**src/hw/wtccr_pkg.sv**
```systemverilog
/*
 * Package for the waveform timer capture/compare register block: offsets, fields, resets.
 * Assumes a byte-wide register port with byte offsets as printed.
 */
package wtccr_pkg;
	// ==========================================================
	// widths
	localparam int WTCCR_AW = 6;
	localparam int WTCCR_DW = 8;
	localparam int WTCCR_CW = 12;
	// ==========================================================
	// byte offsets (low byte; high byte at offset + 1 for the 12-bit registers, debug control has none)
	localparam logic [5:0] OFS_DEBUG_CTRL = 6'h1E;
	localparam logic [5:0] OFS_CAPTURE_A = 6'h22;
	localparam logic [5:0] OFS_CAPTURE_B = 6'h24;
	localparam logic [5:0] OFS_CMP_A_SET = 6'h28;
	localparam logic [5:0] OFS_CMP_A_CLR = 6'h2A;
	localparam logic [5:0] OFS_CMP_B_SET = 6'h2C;
	localparam logic [5:0] OFS_CMP_B_CLR = 6'h2E;
	// ==========================================================
	// debug control fields
	localparam int BIT_RUN_WHILE_HALTED = 0;
	localparam int BIT_HALT_FAULT_RAISE = 2;
	localparam logic [7:0] DEBUG_CTRL_MASK = 8'h05;
	// ==========================================================
	// reset values
	localparam logic [7:0] RST_DEBUG_CTRL = 8'h00;
	localparam logic [11:0] RST_VALUE12 = 12'h000;
	// ==========================================================
	// capture slot states
	typedef enum logic [0:0] {
		CAP_OPEN = 1'b0,
		CAP_LOCKED = 1'b1
	} wtccr_cap_e;
endpackage : wtccr_pkg

```
**src/hw/wtccr_capture.sv**
```systemverilog
/*
 * One double-buffered capture channel: counter snapshot, second stage, read lock.
 * Assumes trigger, update and high-byte-read inputs are single-cycle pulses on the core clock.
 */
`timescale 1ns/1ps
module wtccr_capture import wtccr_pkg::*; #(
	parameter int CW = WTCCR_CW
) (
	input wire logic clk,
	input wire logic rst_n,
	input wire logic trig,
	input wire logic [CW-1:0] count,
	input wire logic update,
	input wire logic hi_read,
	output logic [CW-1:0] value
);
	// ==========================================================
	// stage registers
	logic [CW-1:0] buf_q;
	logic [CW-1:0] val_q;
	logic pend_q;
	wtccr_cap_e st_q;
	wire load_second = update && pend_q && (st_q == CAP_OPEN);
	// a trigger that meets a pending unread value overwrites the first stage only
	always_ff @(posedge clk or negedge rst_n) begin
		if (!rst_n) begin
			buf_q <= CW'(RST_VALUE12);
			pend_q <= 1'b0;
		end else if (trig) begin
			buf_q <= count;
			pend_q <= 1'b1;
		end else if (load_second) begin
			pend_q <= 1'b0;
		end
	end
	always_ff @(posedge clk or negedge rst_n) begin
		if (!rst_n) begin
			val_q <= CW'(RST_VALUE12);
			st_q <= CAP_OPEN;
		end else begin
			case (st_q)
				CAP_OPEN: begin
					if (load_second) begin
						val_q <= buf_q;
						st_q <= CAP_LOCKED;
					end
				end
				CAP_LOCKED: begin
					if (hi_read) begin
						st_q <= CAP_OPEN;
					end
				end
				default: st_q <= CAP_OPEN;
			endcase
		end
	end
	assign value = val_q;
endmodule : wtccr_capture

```
**src/hw/wtccr_compare.sv**
```systemverilog
/*
 * Four-way equality comparator of set/clear values against the counter.
 * Assumes the counter is stable for the whole clock cycle.
 */
`timescale 1ns/1ps
module wtccr_compare import wtccr_pkg::*; #(
	parameter int CW = WTCCR_CW
) (
	input wire logic [CW-1:0] count,
	input wire logic [4*CW-1:0] values,
	output logic [3:0] match
);
	genvar i;
	generate
		for (i = 0; i < 4; i++) begin : g_cmp
			assign match[i] = (values[i*CW +: CW] == count);
		end
	endgenerate
endmodule : wtccr_compare

```
**src/hw/wtccr_regs.sv**
```systemverilog
/*
 * Capture/compare register set of a 12-bit waveform timer, with debug-run control.
 * Assumes a byte register port, read data one cycle after the read strobe, and an
 * external counter, trigger and update-condition source on the same clock.
 */
// Decided for this implementation: the plain strobed port.
`timescale 1ns/1ps
module wtccr_regs import wtccr_pkg::*; #(
	parameter int CW = WTCCR_CW
) (
	input wire logic CORE_CLK,
	input wire logic RESETN,
	input wire logic [WTCCR_AW-1:0] ADDR,
	input wire logic [WTCCR_DW-1:0] WDATA,
	input wire logic WR,
	input wire logic RD,
	output logic [WTCCR_DW-1:0] RDATA,
	input wire logic CPU_HALTED,
	input wire logic [CW-1:0] COUNT,
	input wire logic TRIG_A,
	input wire logic TRIG_B,
	input wire logic SW_CAPTURE_A,
	input wire logic SW_CAPTURE_B,
	input wire logic UPDATE,
	output logic TIMER_RUN,
	output logic HALT_FAULT,
	output logic TRIG_FLAG_A,
	output logic TRIG_FLAG_B,
	output logic [3:0] MATCH
);
	// ==========================================================
	// elaboration check
	generate
		if (CW < 9 || CW > 16) begin : g_bad_cw
			$error("counter width must be 9 to 16");
		end
	endgenerate

	// ==========================================================
	// decode
	function automatic logic hit(input logic [5:0] a, input logic [5:0] base);
		hit = (a[5:1] == base[5:1]);
	endfunction

	logic [7:0] dbg_q;
	logic [CW-1:0] cas_q, cac_q, cbs_q, cbc_q;
	logic [7:0] rdata_q;
	logic run_q, fault_q, tfa_q, tfb_q;
	logic [3:0] match_q;
	wire [CW-1:0] cap_a, cap_b;
	wire [3:0] match_w;

	wire hi_byte = ADDR[0];
	wire w_dbg = WR && (ADDR == OFS_DEBUG_CTRL);
	wire w_cas = WR && hit(ADDR, OFS_CMP_A_SET);
	wire w_cac = WR && hit(ADDR, OFS_CMP_A_CLR);
	wire w_cbs = WR && hit(ADDR, OFS_CMP_B_SET);
	wire w_cbc = WR && hit(ADDR, OFS_CMP_B_CLR);
	wire rd_cap_a_hi = RD && (ADDR == (OFS_CAPTURE_A | 6'h01));
	wire rd_cap_b_hi = RD && (ADDR == (OFS_CAPTURE_B | 6'h01));

	// ==========================================================
	// debug run gating
	wire halted_stop = CPU_HALTED && !dbg_q[BIT_RUN_WHILE_HALTED];
	wire timer_en = !halted_stop;
	wire cap_trig_a = timer_en && (TRIG_A || SW_CAPTURE_A);
	wire cap_trig_b = timer_en && (TRIG_B || SW_CAPTURE_B);
	wire upd_en = timer_en && UPDATE;
	wire fault_now = halted_stop && dbg_q[BIT_HALT_FAULT_RAISE];

	// upper bits beyond the counter width are never stored
	function automatic logic [CW-1:0] merge(input logic [CW-1:0] old, input logic hi,
		input logic [7:0] d);
		logic [15:0] w;
		w = 16'(old);
		if (hi)
			w[15:8] = d;
		else
			w[7:0] = d;
		merge = w[CW-1:0];
	endfunction

	function automatic logic [7:0] pick(input logic [CW-1:0] v, input logic hi);
		logic [15:0] w;
		w = 16'(v);
		pick = hi ? w[15:8] : w[7:0];
	endfunction

	// ==========================================================
	// registers
	always_ff @(posedge CORE_CLK or negedge RESETN) begin
		if (!RESETN) begin
			dbg_q <= RST_DEBUG_CTRL;
		end else if (w_dbg) begin
			dbg_q <= WDATA & DEBUG_CTRL_MASK;
		end
	end

	// each byte lands on its own; no high-byte latch, so a 12-bit update takes two writes
	always_ff @(posedge CORE_CLK or negedge RESETN) begin
		if (!RESETN) begin
			cas_q <= CW'(RST_VALUE12);
		end else if (w_cas) begin
			cas_q <= merge(cas_q, hi_byte, WDATA);
		end
	end

	always_ff @(posedge CORE_CLK or negedge RESETN) begin
		if (!RESETN) begin
			cac_q <= CW'(RST_VALUE12);
		end else if (w_cac) begin
			cac_q <= merge(cac_q, hi_byte, WDATA);
		end
	end

	always_ff @(posedge CORE_CLK or negedge RESETN) begin
		if (!RESETN) begin
			cbs_q <= CW'(RST_VALUE12);
		end else if (w_cbs) begin
			cbs_q <= merge(cbs_q, hi_byte, WDATA);
		end
	end

	always_ff @(posedge CORE_CLK or negedge RESETN) begin
		if (!RESETN) begin
			cbc_q <= CW'(RST_VALUE12);
		end else if (w_cbc) begin
			cbc_q <= merge(cbc_q, hi_byte, WDATA);
		end
	end

	// ==========================================================
	// read mux; unmapped offsets read zero
	wire [7:0] rd_mux =
		(ADDR == OFS_DEBUG_CTRL) ? dbg_q :
		hit(ADDR, OFS_CAPTURE_A) ? pick(cap_a, hi_byte) :
		hit(ADDR, OFS_CAPTURE_B) ? pick(cap_b, hi_byte) :
		hit(ADDR, OFS_CMP_A_SET) ? pick(cas_q, hi_byte) :
		hit(ADDR, OFS_CMP_A_CLR) ? pick(cac_q, hi_byte) :
		hit(ADDR, OFS_CMP_B_SET) ? pick(cbs_q, hi_byte) :
		hit(ADDR, OFS_CMP_B_CLR) ? pick(cbc_q, hi_byte) : 8'h00;

	always_ff @(posedge CORE_CLK or negedge RESETN) begin
		if (!RESETN) begin
			rdata_q <= 8'h00;
		end else begin
			rdata_q <= RD ? rd_mux : 8'h00;
		end
	end

	// ==========================================================
	// capture channels
	wtccr_capture #(.CW(CW)) u_cap_a (
		.clk(CORE_CLK),
		.rst_n(RESETN),
		.trig(cap_trig_a),
		.count(COUNT),
		.update(upd_en),
		.hi_read(rd_cap_a_hi),
		.value(cap_a)
	);

	wtccr_capture #(.CW(CW)) u_cap_b (
		.clk(CORE_CLK),
		.rst_n(RESETN),
		.trig(cap_trig_b),
		.count(COUNT),
		.update(upd_en),
		.hi_read(rd_cap_b_hi),
		.value(cap_b)
	);

	// ==========================================================
	// comparators; match order: a set, a clear, b set, b clear
	wtccr_compare #(.CW(CW)) u_cmp (
		.count(COUNT),
		.values({cbc_q, cbs_q, cac_q, cas_q}),
		.match(match_w)
	);

	// outputs registered; matches are one cycle late, which the waveform logic must allow for
	always_ff @(posedge CORE_CLK or negedge RESETN) begin
		if (!RESETN) begin
			run_q <= 1'b0;
		end else begin
			run_q <= timer_en;
		end
	end

	always_ff @(posedge CORE_CLK or negedge RESETN) begin
		if (!RESETN) begin
			fault_q <= 1'b0;
		end else begin
			fault_q <= fault_now;
		end
	end

	// flags pulse each cycle the cause holds; the sticky flags live in the waveform logic
	always_ff @(posedge CORE_CLK or negedge RESETN) begin
		if (!RESETN) begin
			tfa_q <= 1'b0;
			tfb_q <= 1'b0;
		end else begin
			tfa_q <= fault_now || cap_trig_a;
			tfb_q <= fault_now || cap_trig_b;
		end
	end

	// gated while stopped so a frozen counter cannot keep firing a match
	always_ff @(posedge CORE_CLK or negedge RESETN) begin
		if (!RESETN) begin
			match_q <= 4'h0;
		end else begin
			match_q <= timer_en ? match_w : 4'h0;
		end
	end

	assign RDATA = rdata_q;
	assign TIMER_RUN = run_q;
	assign HALT_FAULT = fault_q;
	assign TRIG_FLAG_A = tfa_q;
	assign TRIG_FLAG_B = tfb_q;
	assign MATCH = match_q;
endmodule : wtccr_regs

```
**config.mk**
```make
export PLATFORM = sky130hd
export DESIGN_NAME = wtccr_regs
export DESIGN_NICKNAME = d
export VERILOG_FILES = /design/src/hw/wtccr_pkg.sv /design/src/hw/wtccr_capture.sv /design/src/hw/wtccr_compare.sv /design/src/hw/wtccr_regs.sv
export SDC_FILE = /design/constraint.sdc
export NUM_CORES = 1
export LEC_CHECK = 0
export BUFFER_PORTS_ARGS = -buffer_cell sky130_fd_sc_hd__buf_4
export CORE_ASPECT_RATIO = 1.2
export CORE_MARGIN = 2
export CORE_UTILIZATION = 64
export CTS_CLUSTER_SIZE = 28
export DETAILED_ROUTE_END_ITERATION = 7
export PLACE_DENSITY = 0.85
export SKIP_LAST_GASP = 1
export SYNTH_ARGS = -nofsm -noshare
export SYNTH_HDL_FRONTEND = slang
export SYNTH_HIERARCHICAL = 1
export SYNTH_SLANG_ARGS = --single-unit
```
**constraint.sdc**
```tcl
create_clock -name CORE_CLK -period 2.75 [get_ports CORE_CLK]
set_input_delay 0.4125 -clock CORE_CLK [delete_from_list [all_inputs] [get_ports CORE_CLK]]
set_output_delay 0.4125 -clock CORE_CLK [all_outputs]
set_load 0.1 [all_outputs]
```
==> metrics.cfg <==
[layout]
area_delta_synth_final_pct = 16.9
diodes = 0
drive_gt1_share_pct = 43.7
nets = 508
final_cell_count_no_fill = 605
fin_area_mm2 = 0.00688
fillers = 539

[power]
total_power_w = 0.00576
peakVddDrop_uv = 633
p_leak_nw = 3.10
power.density_mw_per_mm2 = 838

[critical_path]
reg2reg_slack_ps = 780
path_max_fanout = 14
r2r_cells = 3
startpoint_type = register
crit_type = reg -> reg
arrival_ps = 2360
required_ps = 3150
regToRegEndpoint = u_cap_b/buf_q[7]$_DFFE_PN0P_
end_kind = register
r2r-start = dbg_q[0]$_DFFE_PN0P_
setup.worst_path.end = u_cap_b/buf_q[7]$_DFFE_PN0P_
setup.worst_path.start = dbg_q[0]$_DFFE_PN0P_

[logic_synthesis]
muxShareOfSynthArea_pct = 25.1
synthSimpleGateAreaFrac_pct = 8.21
synth_nets = 461
synth_top_family_by_area = multiplexers
synth_flop_cell = dfrtp_1
async_reset_ff_share_pct = 100
ys_top_cells_by_count = dfrtp_1, mux2_2, xnor2_1, mux2_4, nand4_1
synth_top_cell_by_area = dfrtp_1
synth_seq_cells = 118
synth_cell_types = 41
synth-compound-area-share_pct = 4.72
synth_area_leaders = dfrtp_1, mux2_2, xnor2_1
yosysWarnings = 6
syn_avg_cell_area_um2 = 13.8
yosysTopAreaCellShare_pct = 50.2
syn_area_mm2 = 0.00588
synthAdderAreaFrac_pct = 0
synth_xor_area_share_pct = 7.66
synth-edff-count = 0
postSynthCellCount = 425
yosysMostFrequentCell = dfrtp_1
seq_area_frac_synth_pct = 50.2

[floorplanning]
die_area_mm2 = 0.00998
die_h_um = 109
num_rows = 38
coreArea_mm2 = 0.00899
io_pins = 52
start_util_pct = 65.5
die_w_um = 91.5

[timing]
fin_crit_ps = 1970
final-setup-viol-count = 0
max_freq_mhz = 508
drv_slew = 0
tns_ps = 0
rsz0062_at_grt = false
slew_headroom_pct = 52.4
hold_violations = 0
fin_worst_skew_ps = 5.96
whs_ps = 161
tightest_slew_ps = 708
fin_crit_sh_pct = 71.5

[clocking]
cts_buffer_depth = 2
cts_resized = 0
cts_buffers = 17
ctsRootBufferMaster = clkbuf_8
cts_htree_levels = 4
cts_sinks = 118
tritoncts = done
clk_pin_slew_ps = 60
clock_latency_ps = 520

[grt]
grt_pass1_wl_mm = 21.8
grt_pass1_vias = 4002
grtUsageTotal_pct = 29.7
antenna_found_initial = 0
overflow = 0
grt_max_degree = 79

[place]
dp_hpwl_mm = 9.33
dpl.cell_count = 572
portBuffers = 51
placed_area_mm2 = 0.00623
place.gp.congestion = 0.855

[routing]
wl_per_cell_um = 22.6
drc = 0
postRouteAntennaNets = 0
drt_wl_total_mm = 13.6
via_per_inst = 6.22
vias = 3764
drt_iter0_drc = 325
firstDrtPassIters = 6

[flow_run]
max_cap_violations = 0

[worst_hold_path]
holdCritStartpoint = WDATA[6]
hold_path.class = in -> reg

[status]
status = complete, no violations

## per-stage QoR
| stage | setup slack (ps) | utilization, % |
|---|---|---|
| global placement | 586 | 69.3 |
| detailed placement | 529 | 69.3 |
| floorplan | 1020 | - |
| finish | 783 | 76.5 |
| CTS | 794 | 76.5 |
| global route | 666 | 76.5 |
## cell families after synthesis
family	after synthesis
flops	118
mux	122
buf+inv	31
xor+xnor	48
simple gates	68
compound gates	38
## metal layers
metal  GRT usage [%]  share of wire (%)
met5               0                  0
met4            15.6                4.6
met3            8.22                6.0
met2            48.1                 51
met1            36.7                 39
## worst max-delay path: stages, from the launching register on
cell,delay (ps)
dfrtp_1,390
nand2b_1,410
o21a_1,620
mux2_2,420
## cell type report
type                    instances  area, µm²  area share, %
flip-flops and latches        118       2950           42.9
multi-input cells             276       2690           39.1
clock buffers                  21        439           6.39
repair buffers                 56        435           6.33
clock inverters                11        199           2.89
well taps                     120        150           2.18
inverters                       3       11.3          0.164
## sequential cells by signal, indices dropped and copies added, names as in the netlist, 2 cells and up
signal	flops
u_cap_b/buf_q	12
MATCH	4
cas_q	12
cac_q	12
u_cap_a/value	12
u_cap_a/buf_q	12
dbg_q	2
cbs_q	12
u_cap_b/value	12
RDATA	8
cbc_q	12
## worst min-delay path by stage
stage | end | cells after the start
6_report | cas_q[6]$_DFFE_PN0P_ | 2
5_1_grt | cbc_q[6]$_DFFE_PN0P_ | 2
4_1_cts | cas_q[6]$_DFFE_PN0P_ | 2
3_5_place_dp | cac_q[1]$_DFFE_PN0P_ | 1
3_3_place_gp | cac_q[1]$_DFFE_PN0P_ | 1
2_1_floorplan | HALT_FAULT$_DFF_PN0_ | 0
## repair_timing
item,CTS,global route
hold buffers,1,0
buffers inserted,0,0
hold endpoints to repair,40,0
## cell usage in the layout (no fill, tap or decap), types with 2 or more instances in the layout
cell / count
nand2_1: 6
o21a_1: 2
nor2b_1: 3
and3_1: 3
inv_1: 3
a21oi_1: 2
mux2_2: 90
nand3b_1: 3
nand2b_1: 7
mux4_2: 3
clkinvlp_4: 3
clkbuf_1: 3
clkbuf_16: 16
o21ai_0: 8
o22ai_1: 2
nor2_1: 7
and2_1: 5
xnor2_2: 4
clkbuf_8: 2
mux2_4: 18
mux2i_1: 10
o211a_1: 4
o221ai_1: 2
a211oi_1: 2
a22oi_1: 8
a221oi_1: 6
nand3b_4: 2
xnor2_1: 44
bufinv_16: 5
dfrtp_1: 118
buf_4: 54
nor3_2: 7
nand3_1: 3
clkinv_4: 3
nand4_1: 13
or3_1: 2
nor3_1: 2
a21o_1: 2
## where the power goes
part | switching (W) | internal [W] | total (W) | leakage (nW)
Combinational | 0.000456 | 0.000587 | 0.00104 | 1.31
Sequential | 0.000263 | 0.00209 | 0.00235 | 1.49
Clock | 0.000777 | 0.00159 | 0.00237 | 0.299
Total | 0.00150 | 0.00427 | 0.00576 | 3.10
Power figures use the tool's default switching activity.
